<file path="config.mk">
export PLATFORM = sky130hd
export DESIGN_NAME = odsc_top
export DESIGN_NICKNAME = d
export VERILOG_FILES = /design/src/hdl/odsc_pkg.sv /design/src/hdl/odsc_sync3.sv /design/src/hdl/odsc_top.sv
export VERILOG_INCLUDE_DIRS = /design/src /design/src/hdl
export SDC_FILE = /design/constraint.sdc
export NUM_CORES = 1
export LEC_CHECK = 0
export BUFFER_PORTS_ARGS = -buffer_cell sky130_fd_sc_hd__buf_2
export CAP_MARGIN = 20
export CORE_MARGIN = 2
export CORE_UTILIZATION = 30
export CTS_BUF_LIST = sky130_fd_sc_hd__clkbuf_4 sky130_fd_sc_hd__clkbuf_8
export DETAILED_ROUTE_END_ITERATION = 7
export GPL_TIMING_DRIVEN = 0
export REMOVE_ABC_BUFFERS = 1
export SLEW_MARGIN = 10
export SYNTH_ARGS = -nofsm -noshare
export SYNTH_HDL_FRONTEND = slang
export SYNTH_HIERARCHICAL = 1
export SYNTH_SLANG_ARGS = --single-unit
export TNS_END_PERCENT = 50
</file>
<file path="constraint.sdc">
create_clock -name clk -period 2.9 [get_ports clk]
set_clock_uncertainty 0.2 [all_clocks]
set_input_delay 0.87 -clock clk [delete_from_list [all_inputs] [get_ports clk]]
set_output_delay 0.87 -clock clk [all_outputs]
set_load 0.1 [all_outputs]
</file>
<file path="src/hdl/odsc_defs.svh">
// constants of the octal converter serial control block
`ifndef ODSC_DEFS_SVH
`define ODSC_DEFS_SVH

`define ODSC_ADDR_W       8
`define ODSC_CTRL_OFS     8'h00
`define ODSC_STAT_OFS     8'h04
`define ODSC_DATA_BASE    8'h20
`define ODSC_CODE_BASE    8'h40
`define ODSC_CTRL_RST     1'b1
`define ODSC_CTRL_EN_BIT  0
`define ODSC_STAT_MODE    0
`define ODSC_STAT_BUSY    1
`define ODSC_STAT_ABORT   2
`define ODSC_NCH          8
`define ODSC_CODE_W       10
`define ODSC_FRAME_BITS   16
`define ODSC_ABORT_EDGES  8'h0e
`define ODSC_FULL_EDGES   8'h10
`define ODSC_CNT_MAX      8'hff
`define ODSC_OP_REG_ONLY  4'h8
`define ODSC_OP_WR_THRU   4'h9
`define ODSC_OP_UPD_ALL   4'ha
`define ODSC_OP_CHA_UPD   4'hb
`define ODSC_RESP_OKAY    2'b00
`define ODSC_RESP_SLVERR  2'b10

`endif

</file>
<file path="src/hdl/odsc_pkg.sv">
// types of the octal converter serial control block
package odsc_pkg;
   typedef enum logic [1:0] {
      ODSC_IDLE  = 2'b01,
      ODSC_FRAME = 2'b10
   } odsc_state_e;

   typedef logic [9:0] odsc_code_t;
endpackage

</file>
<file path="src/hdl/odsc_sync3.sv">
// three-stage input synchroniser with agreement filter
`timescale 1ns/1ps
`default_nettype none
module odsc_sync3 #(
   parameter logic INIT = 1'b0
) (
   input  wire logic clk,
   input  wire logic reset_n,
   input  wire logic d,
   output logic      q
);
   logic f1;
   logic f2;
   logic f3;

   always_ff @(posedge clk) begin
      if (!reset_n) begin
         f1 <= INIT;
         f2 <= INIT;
         f3 <= INIT;
      end else begin
         f1 <= d;
         f2 <= f1;
         f3 <= f2;
      end
   end

   // a change counts once the second and third stage agree
   always_ff @(posedge clk) begin
      if (!reset_n) begin
         q <= INIT;
      end else if (f2 == f3) begin
         q <= f3;
      end
   end
endmodule
`default_nettype wire

</file>
<file path="src/hdl/odsc_top.sv">
// serial link, channel registers and register bus of the octal converter control
`timescale 1ns/1ps
`default_nettype none
`include "odsc_defs.svh"
module odsc_top (
   input  wire logic                        clk,
   input  wire logic                        reset_n,
   input  wire logic                        sclk,
   input  wire logic                        sync_n,
   input  wire logic                        din,
   output logic                             dout,
   output logic [7:0][9:0]                  dac_code,
   input  wire logic [`ODSC_ADDR_W-1:0]     s_axi_awaddr,
   input  wire logic                        s_axi_awvalid,
   output logic                             s_axi_awready,
   input  wire logic [31:0]                 s_axi_wdata,
   input  wire logic [3:0]                  s_axi_wstrb,
   input  wire logic                        s_axi_wvalid,
   output logic                             s_axi_wready,
   output logic [1:0]                       s_axi_bresp,
   output logic                             s_axi_bvalid,
   input  wire logic                        s_axi_bready,
   input  wire logic [`ODSC_ADDR_W-1:0]     s_axi_araddr,
   input  wire logic                        s_axi_arvalid,
   output logic                             s_axi_arready,
   output logic [31:0]                      s_axi_rdata,
   output logic [1:0]                       s_axi_rresp,
   output logic                             s_axi_rvalid,
   input  wire logic                        s_axi_rready
);
   logic                    sclk_f;
   logic                    sync_f;
   logic                    din_f;
   logic                    sclk_d;
   logic                    sync_d;
   odsc_pkg::odsc_state_e   st;
   logic [15:0]             shreg;
   logic [7:0]              cnt;
   logic [7:0][9:0]         data_reg;
   logic                    write_through_mode;
   logic                    link_en;
   logic                    last_abort;
   logic [7:0]              exec_count;
   logic                    sclk_fall;
   logic                    sync_fall;
   logic                    sync_rise;
   logic                    start;
   logic                    shift_en;
   logic                    exec;
   logic                    abort;
   logic [3:0]              op;
   logic [2:0]              ch;
   odsc_pkg::odsc_code_t    val;
   logic                    aw_got;
   logic                    w_got;
   logic [`ODSC_ADDR_W-1:0] aw_addr;
   logic [31:0]             w_data;
   logic [3:0]              w_strb;

   function automatic logic in_bank(input logic [`ODSC_ADDR_W-1:0] a,
                                    input logic [`ODSC_ADDR_W-1:0] base);
      in_bank = (a[`ODSC_ADDR_W-1:5] == base[`ODSC_ADDR_W-1:5]) && (a[1:0] == 2'b00);
   endfunction

   // serial clock parks high, so reset matches its idle level and no false edge follows
   odsc_sync3 #(.INIT(1'b1)) u_sclk (.clk(clk), .reset_n(reset_n), .d(sclk), .q(sclk_f));
   odsc_sync3 #(.INIT(1'b1)) u_sync (.clk(clk), .reset_n(reset_n), .d(sync_n), .q(sync_f));
   odsc_sync3 #(.INIT(1'b0)) u_din  (.clk(clk), .reset_n(reset_n), .d(din), .q(din_f));

   always_ff @(posedge clk) begin
      if (!reset_n) begin
         sclk_d <= 1'b1;
         sync_d <= 1'b1;
      end else begin
         sclk_d <= sclk_f;
         sync_d <= sync_f;
      end
   end

   assign sclk_fall = sclk_d & ~sclk_f;
   assign sync_fall = sync_d & ~sync_f;
   assign sync_rise = ~sync_d & sync_f;
   assign start     = (st == odsc_pkg::ODSC_IDLE) && sync_fall && link_en;
   // clock falls in the start cycle are ignored, covering a sloppy sync fall
   assign shift_en  = (st == odsc_pkg::ODSC_FRAME) && sclk_fall && !sync_f;
   assign abort     = (st == odsc_pkg::ODSC_FRAME) && sync_rise
                      && (cnt <= `ODSC_ABORT_EDGES);
   // whole multiples of sixteen edges up to 240 execute, so daisy chains work
   assign exec      = (st == odsc_pkg::ODSC_FRAME) && sync_rise
                      && (cnt >= `ODSC_FULL_EDGES) && (cnt[3:0] == 4'h0);
   assign op        = shreg[15:12];
   assign ch        = shreg[14:12];
   assign val       = shreg[11:2];

   always_ff @(posedge clk) begin
      if (!reset_n) begin
         st <= odsc_pkg::ODSC_IDLE;
      end else begin
         case (st)
            odsc_pkg::ODSC_IDLE: begin
               if (start) begin
                  st <= odsc_pkg::ODSC_FRAME;
               end
            end
            odsc_pkg::ODSC_FRAME: begin
               if (sync_rise) begin
                  st <= odsc_pkg::ODSC_IDLE;
               end
            end
            default: begin
               st <= odsc_pkg::ODSC_IDLE;
            end
         endcase
      end
   end

   always_ff @(posedge clk) begin
      if (!reset_n) begin
         shreg <= 16'h0000;
      end else if (start) begin
         shreg <= 16'h0000;
      end else if (shift_en) begin
         shreg <= {shreg[14:0], din_f};
      end
   end

   always_ff @(posedge clk) begin
      if (!reset_n) begin
         cnt <= 8'h00;
      end else if (start) begin
         cnt <= 8'h00;
      end else if (shift_en && cnt != `ODSC_CNT_MAX) begin
         cnt <= cnt + 8'h01;
      end
   end

   // dout low for 14 edges, high on the 15th, then the bits received 15 edges back
   always_ff @(posedge clk) begin
      if (!reset_n) begin
         dout <= 1'b0;
      end else if (start) begin
         dout <= 1'b0;
      end else if (shift_en) begin
         if (cnt >= `ODSC_ABORT_EDGES + 8'h01) begin
            dout <= shreg[14];
         end else begin
            dout <= (cnt == `ODSC_ABORT_EDGES);
         end
      end
   end

   always_ff @(posedge clk) begin
      if (!reset_n) begin
         write_through_mode <= 1'b0;
      end else if (exec && op == `ODSC_OP_REG_ONLY) begin
         write_through_mode <= 1'b0;
      end else if (exec && op == `ODSC_OP_WR_THRU) begin
         write_through_mode <= 1'b1;
      end
   end

   always_ff @(posedge clk) begin
      if (!reset_n) begin
         data_reg <= '0;
      end else if (exec && !shreg[15]) begin
         data_reg[ch] <= val;
      end else if (exec && op == `ODSC_OP_CHA_UPD) begin
         data_reg[0] <= val;
      end
   end

   always_ff @(posedge clk) begin
      if (!reset_n) begin
         dac_code <= '0;
      end else if (exec && !shreg[15] && write_through_mode) begin
         dac_code[ch] <= val;
      end else if (exec && op == `ODSC_OP_UPD_ALL) begin
         dac_code <= data_reg;
      end else if (exec && op == `ODSC_OP_CHA_UPD) begin
         dac_code    <= data_reg;
         dac_code[0] <= val;
      end
   end

   always_ff @(posedge clk) begin
      if (!reset_n) begin
         last_abort <= 1'b0;
         exec_count <= 8'h00;
      end else begin
         if (abort) begin
            last_abort <= 1'b1;
         end else if (exec) begin
            last_abort <= 1'b0;
         end
         if (exec) begin
            exec_count <= exec_count + 8'h01;
         end
      end
   end

   // register bus: write address and data taken in either order
   assign s_axi_awready = !aw_got && !s_axi_bvalid;
   assign s_axi_wready  = !w_got && !s_axi_bvalid;
   assign s_axi_arready = !s_axi_rvalid;

   always_ff @(posedge clk) begin
      if (!reset_n) begin
         aw_got       <= 1'b0;
         w_got        <= 1'b0;
         aw_addr      <= '0;
         w_data       <= 32'h0000_0000;
         w_strb       <= 4'h0;
         s_axi_bvalid <= 1'b0;
         s_axi_bresp  <= `ODSC_RESP_OKAY;
      end else begin
         if (s_axi_awvalid && s_axi_awready) begin
            aw_got  <= 1'b1;
            aw_addr <= s_axi_awaddr;
         end
         if (s_axi_wvalid && s_axi_wready) begin
            w_got  <= 1'b1;
            w_data <= s_axi_wdata;
            w_strb <= s_axi_wstrb;
         end
         if (aw_got && w_got && !s_axi_bvalid) begin
            aw_got       <= 1'b0;
            w_got        <= 1'b0;
            s_axi_bvalid <= 1'b1;
            if (aw_addr == `ODSC_CTRL_OFS || aw_addr == `ODSC_STAT_OFS
                || in_bank(aw_addr, `ODSC_DATA_BASE) || in_bank(aw_addr, `ODSC_CODE_BASE)) begin
               s_axi_bresp <= `ODSC_RESP_OKAY;
            end else begin
               s_axi_bresp <= `ODSC_RESP_SLVERR;
            end
         end else if (s_axi_bvalid && s_axi_bready) begin
            s_axi_bvalid <= 1'b0;
         end
      end
   end

   always_ff @(posedge clk) begin
      if (!reset_n) begin
         link_en <= `ODSC_CTRL_RST;
      end else if (aw_got && w_got && !s_axi_bvalid && aw_addr == `ODSC_CTRL_OFS
                   && w_strb[0]) begin
         link_en <= w_data[`ODSC_CTRL_EN_BIT];
      end
   end

   always_ff @(posedge clk) begin
      if (!reset_n) begin
         s_axi_rvalid <= 1'b0;
         s_axi_rdata  <= 32'h0000_0000;
         s_axi_rresp  <= `ODSC_RESP_OKAY;
      end else if (s_axi_arvalid && s_axi_arready) begin
         s_axi_rvalid <= 1'b1;
         s_axi_rresp  <= `ODSC_RESP_OKAY;
         s_axi_rdata  <= 32'h0000_0000;
         if (s_axi_araddr == `ODSC_CTRL_OFS) begin
            s_axi_rdata[`ODSC_CTRL_EN_BIT] <= link_en;
         end else if (s_axi_araddr == `ODSC_STAT_OFS) begin
            s_axi_rdata[`ODSC_STAT_MODE]  <= write_through_mode;
            s_axi_rdata[`ODSC_STAT_BUSY]  <= (st == odsc_pkg::ODSC_FRAME);
            s_axi_rdata[`ODSC_STAT_ABORT] <= last_abort;
            s_axi_rdata[15:8]             <= exec_count;
         end else if (in_bank(s_axi_araddr, `ODSC_DATA_BASE)) begin
            s_axi_rdata[9:0] <= data_reg[s_axi_araddr[4:2]];
         end else if (in_bank(s_axi_araddr, `ODSC_CODE_BASE)) begin
            s_axi_rdata[9:0] <= dac_code[s_axi_araddr[4:2]];
         end else begin
            s_axi_rresp <= `ODSC_RESP_SLVERR;
         end
      end else if (s_axi_rvalid && s_axi_rready) begin
         s_axi_rvalid <= 1'b0;
      end
   end
endmodule
`default_nettype wire

</file>
==> metrics.cfg <==
[detailed_routing]
viasPerCell=5.42
dr.pass1.iters=6
drc=0
wl_met2_um=18300
drtIter0Drc=799
num_vias=10500
wl_met3_um=3080
wl_per_cell_um=20.3
highest_layer=met4
detail-route-antenna-nets=0
m1WireLength_um=16800
routed_wl_um=39400

[flow_run]
maxCapViolCount=0

[setup_path]
critical_path.endpoint_type=flip-flop
worstSetupPathType=flip-flop to flip-flop
path_max_fanout=28
slowest_delay_ns=0.68
critPathRequiredTime_ns=3.21
startpoint_type=flip-flop
r2r_slack_ns=0.05
crit_start=shreg[13]
crit_slowest_cell=dfxtp_1
endpoint=dac_code[40]
rr_startpoint=shreg[13]
crit_path_cell_trace=and3b_1 > o2111ai_4 > buf_16 > nor2_2 > o221a_2
rr_endpoint=dac_code[40]
reg2reg_depth=5
arrival_ns=3.16

[final_layout]
stdcell_count=1942
most-common-layout-cells=243 x dfxtp_1, 142 x nand2_1, 130 x buf_2
fill_cells=4021
finalNetCount=1452
area_delta_synth_final_pct=18.3
drive_gt1_frac=0.292
final_common_cell=dfxtp_1

[logic_synthesis]
yosys_warnings=6
synth_top_family_by_area=multiplexers
ys_seq_area_frac=0.401
ys_async_sr_fraction=0
synth-simple-area-share=0.159
synth-adder-area-share=0.00411
synthMuxAreaShare=0.191
synthFlopType=dfxtp_1
synth_edf_count=0
synth_compound_area_frac=0.183
avgSynthCellArea_um2=9.40
synthCells=1297
mappedNetlistArea_um2=12200
synthXorXnorAreaFrac=0.00359
synthDistinctLibCells=70
ys_seq_elements=244

[timing]
slew-limit-headroom=0.318
rsz0062_at_grt=yes
post-route-worst-setup-slack_ns=0.0494
finalHoldViolCount=0
finalCritPeriodShare=0.983
final-setup-viol-count=0
slew_viol_final=0
fmax_mhz=351
fin_crit_ns=2.85
tightest_slew_ns=1.02

[die]
ios=184
die-area_um2=42300
die_x_um=206
die_h_um=206
fp-row-count=73
core_area_um2=39900
start_util=0.305

[clocking]
clk_latency_ns=0.59
cts_buffers=42
clockBufferDepth=3
clkSinkCount=244
cts-htree-levels=2
cts_hold_buf=0
clkTransAtPathRegs_ns=0.06
cts-root-buf=clkbuf_8
tritoncts=done

[placed_design]
dp.cells=1855
gp_congestion=0.892
io_buffers=131
pre_cts_ws_ns=-0.991
dp_hpwl_um=26900

[grt]
grt_max_degree=82
antenna_found_initial=0
grt_first_pass_wirelength_um=59600
track_usage=0.182
grt_overflow=0
grt_pass1_vias=9986

[power]
vdd_drop_max_mv=0.241
p_leak_nw=5.48
p_per_area_nw_per_um2=495

[status]
outcome=finished, final reports clean

[hold_path]
hold_path_class=flip-flop to flip-flop
hold_path.startpoint=u_sclk/f1

-- Yosys cell counts (22+ instances only) --
cell | n | area share
mux2_4 | 30 | 0.037
a22oi_1 | 22 | 0.014
clkbuf_1 | 94 | 0.029
o21ai_0 | 75 | 0.031
nand3_1 | 76 | 0.031
mux4_2 | 23 | 0.043
o221a_2 | 66 | 0.061
a21oi_1 | 101 | 0.041
nand2_1 | 142 | 0.044
mux2i_1 | 85 | 0.070
mux2_1 | 24 | 0.022
dfxtp_1 | 244 | 0.40
nor2_1 | 69 | 0.021
-- timing repair --
item / in CTS / in global routing
pin swaps: 4 / 0
cloned: 1 / 0
endpoints found under the hold margin: 0 / 0
setup endpoints to repair: 150 / 120
setup buffers: 5 / 6
gates resized for setup: 8 / 7
-- worst max-delay path: cells and delay by family (launching register included) --
kind | cells | cell delay, ns
AND/OR/NAND/NOR | 2 | 0.99
flip-flops | 1 | 0.68
AO/OA/AOI/OAI | 2 | 0.62
buffers and inverters | 1 | 0.29
-- worst min-delay path by stage --
stage | to | slack (ns) | cells past startpoint
finish | u_sclk/f2 | 0.21 | 1
global route | u_din/f2 | 0.24 | 1
CTS | u_sclk/f2 | 0.21 | 1
detailed placement | u_sclk/f2 | 0.20 | 1
global placement | u_sync/f2 | 0.20 | 1
floorplan | u_sclk/f2 | 0.19 | 1
-- final cells by class --
| class | count | area [um2] | share of cell area |
|---|---|---|---|
| Clock inverter | 9 | 65.1 | 0.00451 |
| Timing Repair Buffer | 169 | 1160 | 0.0808 |
| Inverter | 7 | 28.8 | 0.00200 |
| Antenna cell | 1 | 2.50 | 0.000174 |
| Tap cell | 525 | 657 | 0.0456 |
| Sequential cell | 244 | 4890 | 0.339 |
| Clock buffer | 65 | 826 | 0.0573 |
| Multi-Input combinational cell | 922 | 6780 | 0.470 |
-- stage by stage --
stage	utilization	setup TNS (ns)	total power, mW	hold slack (ns)	instance area, um2
2_1_floorplan	-	-145.24	3.76	0.186	11600
3_3_place_gp	0.323	-664.59	3.90	0.204	12900
3_5_place_dp	0.334	-68.34	3.91	0.199	13300
4_1_cts	0.359	-0.919	7.20	0.214	14300
5_1_grt	0.361	-0.899	7.37	0.239	14400
6_report	0.361	0	7.13	0.208	14400
-- metal layers --
| layer | vias to the layer above | GRT usage |
|---|---|---|
| li1 | 4915 | - |
| met1 | 5144 | 0.237 |
| met2 | 386 | 0.291 |
| met3 | 79 | 0.0429 |
| met4 | 0 | 0.0717 |
| met5 | - | 0 |
-- cells by family (layout without fill, tap and decap cells) --
logic type / after synthesis / after routing
compound gates: 318 / 319
fa+ha+maj: 4 / 4
xor+xnor: 5 / 5
mux: 183 / 183
flops: 244 / 244
other cells: 1 / 19
buf+inv: 149 / 250
simple gates: 393 / 393
-- power breakdown --
part | leakage (nW) | switching [mW] | internal (mW)
sequential | 1.97 | 0.0158 | 3.38
clock | 0.475 | 1.46 | 1.82
combinational | 3.03 | 0.345 | 0.104
(Power assumes the default switching activity.)
